--- config.mk ---
export PLATFORM = sky130hd
export DESIGN_NAME = dvr_tx_flat
export DESIGN_NICKNAME = d
export VERILOG_FILES = /design/src/verilog/dvr_pkg.sv /design/src/verilog/dvr_link_if.sv /design/src/verilog/dvr_tx.sv /design/src/flat_wrapper.sv
export SDC_FILE = /design/constraint.sdc
export NUM_CORES = 1
export LEC_CHECK = 0
export BUFFER_PORTS_ARGS = -buffer_cell sky130_fd_sc_hd__buf_4
export CORE_UTILIZATION = 55
export CTS_BUF_LIST = sky130_fd_sc_hd__clkbuf_2
export DETAILED_ROUTE_END_ITERATION = 10
export PLACE_DENSITY = 0.72
export SYNTH_ARGS = -nofsm -noshare
export SYNTH_HDL_FRONTEND = slang
export SYNTH_SLANG_ARGS = --single-unit
--- constraint.sdc ---
create_clock -name clk_in -period 7.2 [get_ports clk_in]
set_clock_uncertainty 0.2 [all_clocks]
set_input_delay 1.08 -clock clk_in [delete_from_list [all_inputs] [get_ports clk_in]]
set_output_delay 1.08 -clock clk_in [all_outputs]
set_load 0.005 [all_outputs]
--- src/verilog/dvr_pkg.sv ---
package dvr_pkg;
  localparam int CLK_NS = 4;
  localparam int PREP_SLOW_NS = 565;
  localparam int PREP_FAST_NS = 465;
  // least time rounds up, longest time rounds down
  localparam int HSZERO_SLOW_CYC = (PREP_SLOW_NS + CLK_NS - 1) / CLK_NS;
  localparam int HSZERO_FAST_CYC = (PREP_FAST_NS + CLK_NS - 1) / CLK_NS;
  localparam int SETTLE_SLOW_CYC = PREP_SLOW_NS / CLK_NS;
  localparam int SETTLE_FAST_CYC = PREP_FAST_NS / CLK_NS;
  localparam logic [7:0] MHZ_MIN = 8'h50;
  localparam logic [7:0] MHZ_SLOW_MAX = 8'h5e;
  localparam logic [7:0] MHZ_MAX = 8'heb;
  localparam logic [7:0] SYNC_BYTE = 8'hb8;
  localparam logic [7:0] OP_LINK_PARAM = 8'hbd;
  localparam logic [7:0] HALF_RST = 8'h08;
  localparam logic [7:0] MHZ_RST = 8'h50;
  localparam logic [1:0] LANE_RST = 2'h0;
  localparam logic [7:0] REG_CTRL = 8'h00;
  localparam logic [7:0] REG_PARAM = 8'h04;
  localparam logic [7:0] REG_STAT = 8'h08;
  localparam logic [7:0] REG_PKT = 8'h0c;
  localparam logic [7:0] REG_DATA = 8'h10;

  typedef enum logic [1:0] {
    RX_IDLE = 2'b00,
    RX_SETTLE = 2'b01,
    RX_HUNT = 2'b10,
    RX_DATA = 2'b11
  } dvr_rx_st_t;

  typedef enum logic [2:0] {
    TX_IDLE = 3'b000,
    TX_ZERO = 3'b001,
    TX_SYNC = 3'b010,
    TX_HEAD = 3'b011,
    TX_BODY = 3'b100,
    TX_END = 3'b101
  } dvr_tx_st_t;

  function automatic logic [2:0] lane_count(input logic [1:0] code);
    lane_count = {1'b0, code} + 3'h1;
  endfunction

  function automatic logic mhz_ok(input logic [7:0] mhz);
    mhz_ok = (mhz >= MHZ_MIN) && (mhz <= MHZ_MAX);
  endfunction

  function automatic logic [7:0] settle_cyc(input logic [7:0] mhz);
    settle_cyc = (mhz <= MHZ_SLOW_MAX) ? 8'(SETTLE_SLOW_CYC) : 8'(SETTLE_FAST_CYC);
  endfunction

  function automatic logic [7:0] hszero_cyc(input logic [7:0] mhz);
    hszero_cyc = (mhz <= MHZ_SLOW_MAX) ? 8'(HSZERO_SLOW_CYC) : 8'(HSZERO_FAST_CYC);
  endfunction

  // packed pixel stream types share the low nibble
  function automatic logic is_video(input logic [7:0] dt);
    is_video = (dt[3:0] == 4'he);
  endfunction
endpackage

--- src/verilog/dvr_link_if.sv ---
interface dvr_link_if;
  logic lnk_clk;
  logic lnk_hs;
  logic [3:0] lnk_data;
  logic host_req;
  logic dev_ack;
  modport dev (input lnk_clk, lnk_hs, lnk_data, host_req, output dev_ack);
  modport host (output lnk_clk, lnk_hs, lnk_data, host_req, input dev_ack);
endinterface

--- src/verilog/dvr_tx.sv ---
// Added by the designer: the address map and the address-and-strobe port.
module dvr_tx
  import dvr_pkg::*;
(
  input wire logic clk_in,
  input wire logic resetn_in,
  dvr_link_if.host lnk,
  input wire logic [7:0] reg_addr_in,
  input wire logic [31:0] reg_wdata_in,
  input wire logic reg_wr_in,
  input wire logic reg_rd_in,
  output logic [31:0] reg_rdata_out
);
  logic run_r;
  logic [7:0] half_r;
  logic [7:0] mhz_r;
  logic [1:0] lane_code_r;
  logic param_err_r;
  logic underrun_r;
  logic pend_r;
  logic [7:0] type_r;
  logic [7:0] beats_r;
  logic [31:0] data_r;
  logic full_r;
  logic [2:0] a_r;
  logic ack;
  logic [7:0] div_r;
  logic clk_r;
  logic fall;
  dvr_tx_st_t st_r;
  logic [7:0] cnt_r;
  logic [2:0] bit_r;
  logic hs_r;
  logic [3:0] dat_r;
  logic [3:0][7:0] sh_r;
  logic take;
  logic wr_param;
  logic param_bad;

  assign wr_param = reg_wr_in && (reg_addr_in == REG_PARAM);
  // new rate only through BDh, only while idle
  assign param_bad = (reg_wdata_in[31:24] != OP_LINK_PARAM) || (st_r != TX_IDLE)
    || !mhz_ok(reg_wdata_in[15:8]) || (reg_wdata_in[7:0] == 8'h00);
  // first payload loads as the header's last bit leaves, so no idle beat between them
  assign take = ((st_r == TX_HEAD) || (st_r == TX_BODY)) && fall && (bit_r == 3'h7)
    && (beats_r != 8'h00);

  // link setup travels on this port, never on the lanes
  always_ff @(posedge clk_in or negedge resetn_in)
  begin
    if (!resetn_in)
    begin
      run_r <= 1'b0;
      half_r <= HALF_RST;
      mhz_r <= MHZ_RST;
      lane_code_r <= LANE_RST;
      param_err_r <= 1'b0;
    end
    else
    begin
      if (reg_wr_in && reg_addr_in == REG_CTRL)
      begin
        run_r <= reg_wdata_in[0];
      end
      // divider frozen outside a parameter write
      if (wr_param && !param_bad)
      begin
        lane_code_r <= reg_wdata_in[17:16];
        mhz_r <= reg_wdata_in[15:8];
        half_r <= reg_wdata_in[7:0];
      end
      if (wr_param && param_bad)
      begin
        param_err_r <= 1'b1;
      end
      else if (reg_wr_in && reg_addr_in == REG_CTRL && reg_wdata_in[1])
      begin
        param_err_r <= 1'b0;
      end
    end
  end

  always_ff @(posedge clk_in or negedge resetn_in)
  begin
    if (!resetn_in)
    begin
      pend_r <= 1'b0;
      type_r <= 8'h00;
      beats_r <= 8'h00;
      data_r <= 32'h0000_0000;
      full_r <= 1'b0;
    end
    else
    begin
      if (reg_wr_in && reg_addr_in == REG_PKT && st_r == TX_IDLE)
      begin
        pend_r <= 1'b1;
        type_r <= reg_wdata_in[7:0];
        beats_r <= reg_wdata_in[15:8];
      end
      else if (st_r == TX_ZERO)
      begin
        pend_r <= 1'b0;
      end
      else if (take)
      begin
        beats_r <= beats_r - 8'h01;
      end
      // a new word written in the same cycle wins over consumption
      if (reg_wr_in && reg_addr_in == REG_DATA)
      begin
        data_r <= reg_wdata_in;
        full_r <= 1'b1;
      end
      else if (take)
      begin
        full_r <= 1'b0;
      end
    end
  end

  // device ack crosses domains: three flops, stages two and three agree
  always_ff @(posedge clk_in or negedge resetn_in)
  begin
    if (!resetn_in)
    begin
      a_r <= 3'h0;
      ack <= 1'b0;
    end
    else
    begin
      a_r <= {a_r[1:0], lnk.dev_ack};
      ack <= (a_r[1] & a_r[2]) | (ack & (a_r[1] | a_r[2]));
    end
  end

  // link clock from the system clock by a divider whose half period half_r is set through the parameter register
  always_ff @(posedge clk_in or negedge resetn_in)
  begin
    if (!resetn_in)
    begin
      div_r <= 8'h00;
      clk_r <= 1'b0;
    end
    else if (!run_r)
    begin
      div_r <= 8'h00;
      clk_r <= 1'b0;
    end
    else if (div_r == half_r - 8'h01)
    begin
      div_r <= 8'h00;
      clk_r <= ~clk_r;
    end
    else
    begin
      div_r <= div_r + 8'h01;
    end
  end

  assign fall = clk_r && (div_r == half_r - 8'h01);

  // request raised only after software starts us
  // lanes driven by this end only, no turnaround
  always_ff @(posedge clk_in or negedge resetn_in)
  begin
    if (!resetn_in)
    begin
      st_r <= TX_IDLE;
      cnt_r <= 8'h00;
      bit_r <= 3'h0;
      hs_r <= 1'b0;
      dat_r <= 4'h0;
      sh_r <= '0;
      underrun_r <= 1'b0;
    end
    else
    begin
      if (reg_wr_in && reg_addr_in == REG_CTRL && reg_wdata_in[1])
      begin
        underrun_r <= 1'b0;
      end
      if (take && !full_r)
      begin
        underrun_r <= 1'b1;
      end
      if (fall && st_r != TX_IDLE && st_r != TX_ZERO)
      begin
        for (int l = 0; l < 4; l++)
        begin
          dat_r[l] <= (3'(l) < lane_count(lane_code_r)) ? sh_r[l][0] : 1'b0;
          sh_r[l] <= {1'b0, sh_r[l][7:1]};
        end
        bit_r <= bit_r + 3'h1;
      end
      unique case (st_r)
        TX_IDLE:
        begin
          if (pend_r && ack && run_r)
          begin
            st_r <= TX_ZERO;
            hs_r <= 1'b1;
            dat_r <= 4'h0;
            cnt_r <= hszero_cyc(mhz_r);
          end
        end
        // HS-0 held for the least prepare time
        TX_ZERO:
        begin
          if (cnt_r != 8'h00)
          begin
            cnt_r <= cnt_r - 8'h01;
          end
          else if (fall)
          begin
            st_r <= TX_SYNC;
            bit_r <= 3'h1;
            dat_r <= {4{SYNC_BYTE[0]}};
            sh_r <= {4{1'b0, SYNC_BYTE[7:1]}};
          end
        end
        TX_SYNC:
        begin
          if (fall && bit_r == 3'h7)
          begin
            st_r <= TX_HEAD;
            sh_r <= {24'h00_0000, type_r};
          end
        end
        TX_HEAD:
        begin
          if (take)
          begin
            st_r <= TX_BODY;
            sh_r <= full_r ? data_r : 32'h0000_0000;
          end
          else if (fall && bit_r == 3'h7)
          begin
            st_r <= TX_END;
          end
        end
        TX_BODY:
        begin
          if (take)
          begin
            sh_r <= full_r ? data_r : 32'h0000_0000;
          end
          else if (fall && bit_r == 3'h7)
          begin
            st_r <= TX_END;
          end
        end
        TX_END:
        begin
          if (fall)
          begin
            st_r <= TX_IDLE;
            hs_r <= 1'b0;
            dat_r <= 4'h0;
          end
        end
        default:
        begin
          st_r <= TX_IDLE;
        end
      endcase
    end
  end

  always_ff @(posedge clk_in or negedge resetn_in)
  begin
    if (!resetn_in)
    begin
      reg_rdata_out <= 32'h0000_0000;
    end
    else if (!reg_rd_in)
    begin
      reg_rdata_out <= 32'h0000_0000;
    end
    else
    begin
      unique case (reg_addr_in)
        REG_CTRL: reg_rdata_out <= {31'h0000_0000, run_r};
        REG_PARAM: reg_rdata_out <= {14'h0000, lane_code_r, mhz_r, half_r};
        REG_STAT: reg_rdata_out <= {26'h000_0000, underrun_r, pend_r, param_err_r,
          full_r, st_r != TX_IDLE, ack};
        REG_PKT: reg_rdata_out <= {16'h0000, beats_r, type_r};
        REG_DATA: reg_rdata_out <= data_r;
        default: reg_rdata_out <= 32'h0000_0000;
      endcase
    end
  end

  assign lnk.lnk_clk = clk_r;
  assign lnk.lnk_hs = hs_r;
  assign lnk.lnk_data = dat_r;
  assign lnk.host_req = run_r;
endmodule // dvr_tx

--- src/flat_wrapper.sv ---
// flat-port wrapper written by rule: the top's interface ports become plain ports
module dvr_tx_flat import dvr_pkg::*;
  (clk_in, resetn_in, reg_addr_in, reg_wdata_in, reg_wr_in, reg_rd_in, reg_rdata_out, lnk_lnk_clk, lnk_lnk_hs, lnk_lnk_data, lnk_host_req, lnk_dev_ack);
  dvr_link_if lnk_i ();
  input wire logic clk_in;
  input wire logic resetn_in;
  input wire logic [7:0] reg_addr_in;
  input wire logic [31:0] reg_wdata_in;
  input wire logic reg_wr_in;
  input wire logic reg_rd_in;
  output logic [31:0] reg_rdata_out;
  output wire logic [$bits(lnk_i.lnk_clk)-1:0] lnk_lnk_clk;
  output wire logic [$bits(lnk_i.lnk_hs)-1:0] lnk_lnk_hs;
  output wire logic [$bits(lnk_i.lnk_data)-1:0] lnk_lnk_data;
  output wire logic [$bits(lnk_i.host_req)-1:0] lnk_host_req;
  input wire logic [$bits(lnk_i.dev_ack)-1:0] lnk_dev_ack;
  assign lnk_lnk_clk = lnk_i.lnk_clk;
  assign lnk_lnk_hs = lnk_i.lnk_hs;
  assign lnk_lnk_data = lnk_i.lnk_data;
  assign lnk_host_req = lnk_i.host_req;
  assign lnk_i.dev_ack = lnk_dev_ack;
  dvr_tx u_core (.clk_in(clk_in), .resetn_in(resetn_in), .lnk(lnk_i), .reg_addr_in(reg_addr_in), .reg_wdata_in(reg_wdata_in), .reg_wr_in(reg_wr_in), .reg_rd_in(reg_rd_in), .reg_rdata_out(reg_rdata_out));
endmodule
==> flow_summary.ini <==
[setup_path]
required_ns = 7.64
startpoint_type = flip-flop
criticalPathCategory = flip-flop to flip-flop
endpoint_kind = flip-flop
reg2reg_slack_ns = 3.42
worst_ep_arrival_time_ns = 4.23
crit_fanout = 19

[sta]
rsz0062_at_grt = no
min_period_ns = 3.78
setup_viol = 0
fmax_ghz = 0.264
hold_viol = 0
fin_crit_sh_pct = 52.5
fin_setup_tns_ns = 0
drv_slew = 0
tightest_slew_ns = 1.14
slew_headroom_pct = 23.2

[cts]
clock_path_buffers = 2
cts.htree.levels = 4
postCtsHoldBufs = 0
cts_setup_buffers = 0
clk_pin_slew_worst_paths_ns = 0.23
cts_root_buf = clkbuf_2
numCtsBuffers = 17
insertion_delay_ns = 0.77
cts.repair.resized = 0
cts.sink_count = 167
cts_tree = done

[synthesis]
synth_top_area_share_pct = 52.5
netlist_area_mm2 = 0.00782
synth_cell_types = 60
synth_seq_cells = 167
synth_nets = 746
yosysSeqAreaShare_pct = 53.5
ys_async_sr_fraction_pct = 100
synth_area_leaders = dfrtp_1 (52%), mux2_2 (11%), mux2i_1 (4.4%), o21ai_0 (2.5%), nor2_1 (2.3%)
synth_warnings = 0
synth_flop_cell = dfrtp_1
synth_edf_count = 0
synth_area_leader_cell = dfrtp_1
syn_inst = 694
synth.avg_cell_area_um2 = 11.3

[die]
start_util_pct = 56.3
top_level_ports = 84
rows = 43
dieArea_mm2 = 0.0147
die_y_um = 121
core_mm2 = 0.0139
die_x_um = 121

[finish]
drive_gt1_share_pct = 27.4
fin_nets = 819
utilization_pct = 63.3
final_cell_mix = dfrtp_1 (164), buf_4 (88), mux2_2 (75), nor2_1 (47), nand2_1 (45)
layout_commonest_cell = dfrtp_1
area_growth_pct = 12.3

[route]
wirelength_mm = 18.6
ant_nets = 0
route.detailed.drc = 0
drt-initial-drc-count = 488
first_pass_iters = 6
avgRoutedWirePerCell_um = 19.3
routed_via_density = 6.05
dr_total_vias = 5818

[power]
power_density_mw_per_mm2 = 193
p_seq_share_pct = 60.5
irDropWorstVdd_mv = 0.116
switching_share_pct = 28.5
leakage_nw = 4.42
clockPowerShare_pct = 28.5
p_comb_share_pct = 11.0
p_int_mw = 1.21
power.switching_mw = 0.483

[placement]
portBuffers = 83
dp_hpwl_mm = 12.9
gp_congestion = 0.906

[grt]
overflow = 0
grt_start_max_net_pins = 99
grt_pass1_vias = 5740
track_usage_pct = 27.2
antenna_found_initial = 1
grt_pass1_wl_mm = 30.0

[run_status]
status = complete, no violations

[min_path]
hold_class = primary input to asynchronous set/reset pin

[run]
cap_violations = 0
==> state kept, by name (all words and copies together), names as in the netlist, 2 cells and up <==
name and cells:
u_core.a_r 3, u_core.beats_r 8, u_core.bit_r 3, u_core.cnt_r 8, u_core.data_r 32, u_core.div_r 8, u_core.half_r 8, u_core.lane_code_r 2
u_core.lnk.lnk_data 4, u_core.mhz_r 8, u_core.reg_rdata_out 32, u_core.sh_r 32, u_core.st_r 3, u_core.type_r 8
==> cell usage after synthesis, types with 5 or more instances <==
| cell | count |
|---|---|
| and2_1 | 5 |
| a31oi_1 | 6 |
| nand4_1 | 8 |
| inv_1 | 14 |
| buf_1 | 5 |
| a22oi_1 | 19 |
| a21oi_1 | 33 |
| nor4_1 | 5 |
| nor3_1 | 13 |
| and3_1 | 22 |
| nand2_1 | 45 |
| dfrtp_1 | 164 |
| xor2_1 | 8 |
| xnor2_1 | 12 |
| ha_1 | 7 |
| clkbuf_1 | 18 |
| nor2_1 | 47 |
| nand3_1 | 18 |
| o21ai_2 | 10 |
| o21ai_0 | 39 |
| mux2_2 | 75 |
| buf_2 | 9 |
| mux2i_1 | 34 |
==> critical path, stage by stage, from the launching register on <==
cell and delay, ns:
dfrtp_1 0.49, inv_1 0.10, ha_1 0.18, nor3b_2 0.30, mux2i_1 0.13, o22ai_1 0.27, o211ai_1 0.21, nor4_4 1.02
o21bai_2 0.53, o21ai_0 0.21
==> power groups by stage <==
stage / combinational, mW / clock (mW) / sequential (mW)
6_report: 0.186 / 0.484 / 1.03
5_1_grt: 0.210 / 0.535 / 1.03
4_1_cts: 0.187 / 0.496 / 1.02
3_5_place_dp: 0.187 / 0 / 1.04
3_3_place_gp: 0.177 / 0 / 1.04
2_1_floorplan: 0.118 / 0 / 1.02
==> cells by family (layout without fill, tap and decap cells) <==
logic type | after synthesis | in the layout | share of synthesized area, %
compound gates | 147 | 147 | 12.2
xor+xnor | 20 | 20 | 2.24
fa+ha+maj | 8 | 8 | 1.25
buf+inv | 50 | 136 | 2.78
flops | 167 | 167 | 53.5
mux | 109 | 109 | 15.2
other cells | 0 | 1 | 0
simple gates | 193 | 193 | 12.9
==> routing by layer <==
metal | wire length (um) | GRT usage (%) | part of all wire, % | vias up
met2 | 8810 | 42.5 | 47 | 218
met5 | 0 | 0 | 0 | -
met4 | 424 | 9.88 | 2.3 | 0
met1 | 8210 | 37.5 | 44 | 2900
met3 | 1150 | 5.78 | 6.2 | 29
li1 | - | - | - | 2671
==> per-stage QoR <==
stage / cell area (um^2) / power (mW) / instances / hold slack (ns) / setup WS, ns
after CTS: 8780 / 1.71 / 960 / 0.171 / 3.44
after detailed placement: 8550 / 1.23 / 928 / 0.151 / 2.72
after global routing: 8780 / 1.78 / 961 / 0.162 / 3.11
final: 8780 / 1.70 / 961 / 0.162 / 3.42
after global placement: 8550 / 1.21 / 928 / 0.132 / 2.91
after floorplan: 7820 / 1.14 / 694 / 0.131 / 3.99
==> layout make-up <==
| class | instances | area (um^2) |
|---|---|---|
| tap | 180 | 225 |
| inverter | 15 | 56.3 |
| multi-input combinational | 477 | 3420 |
| clock buffer | 18 | 90.1 |
| clock inverter | 14 | 134 |
| timing repair buffer | 89 | 672 |
| fill | 1150 | 5100 |
| antenna | 1 | 2.50 |
| sequential | 167 | 4180 |
==> worst paths after layout <==
check | startpoint | to | cells after the start
min reg2reg | u_core.a_r[0] | u_core.a_r[1] | 0
max in group asynchronous | resetn_in | u_core.data_r[3] | 2
min | resetn_in | u_core.data_r[28] | 1
min in group clk_in | u_core.a_r[0] | u_core.a_r[1] | 0
max | u_core.half_r[0] | u_core.sh_r[25] | 9
max reg2reg | u_core.half_r[0] | u_core.sh_r[25] | 9
Note: power is estimated with default switching activity, not from simulation.
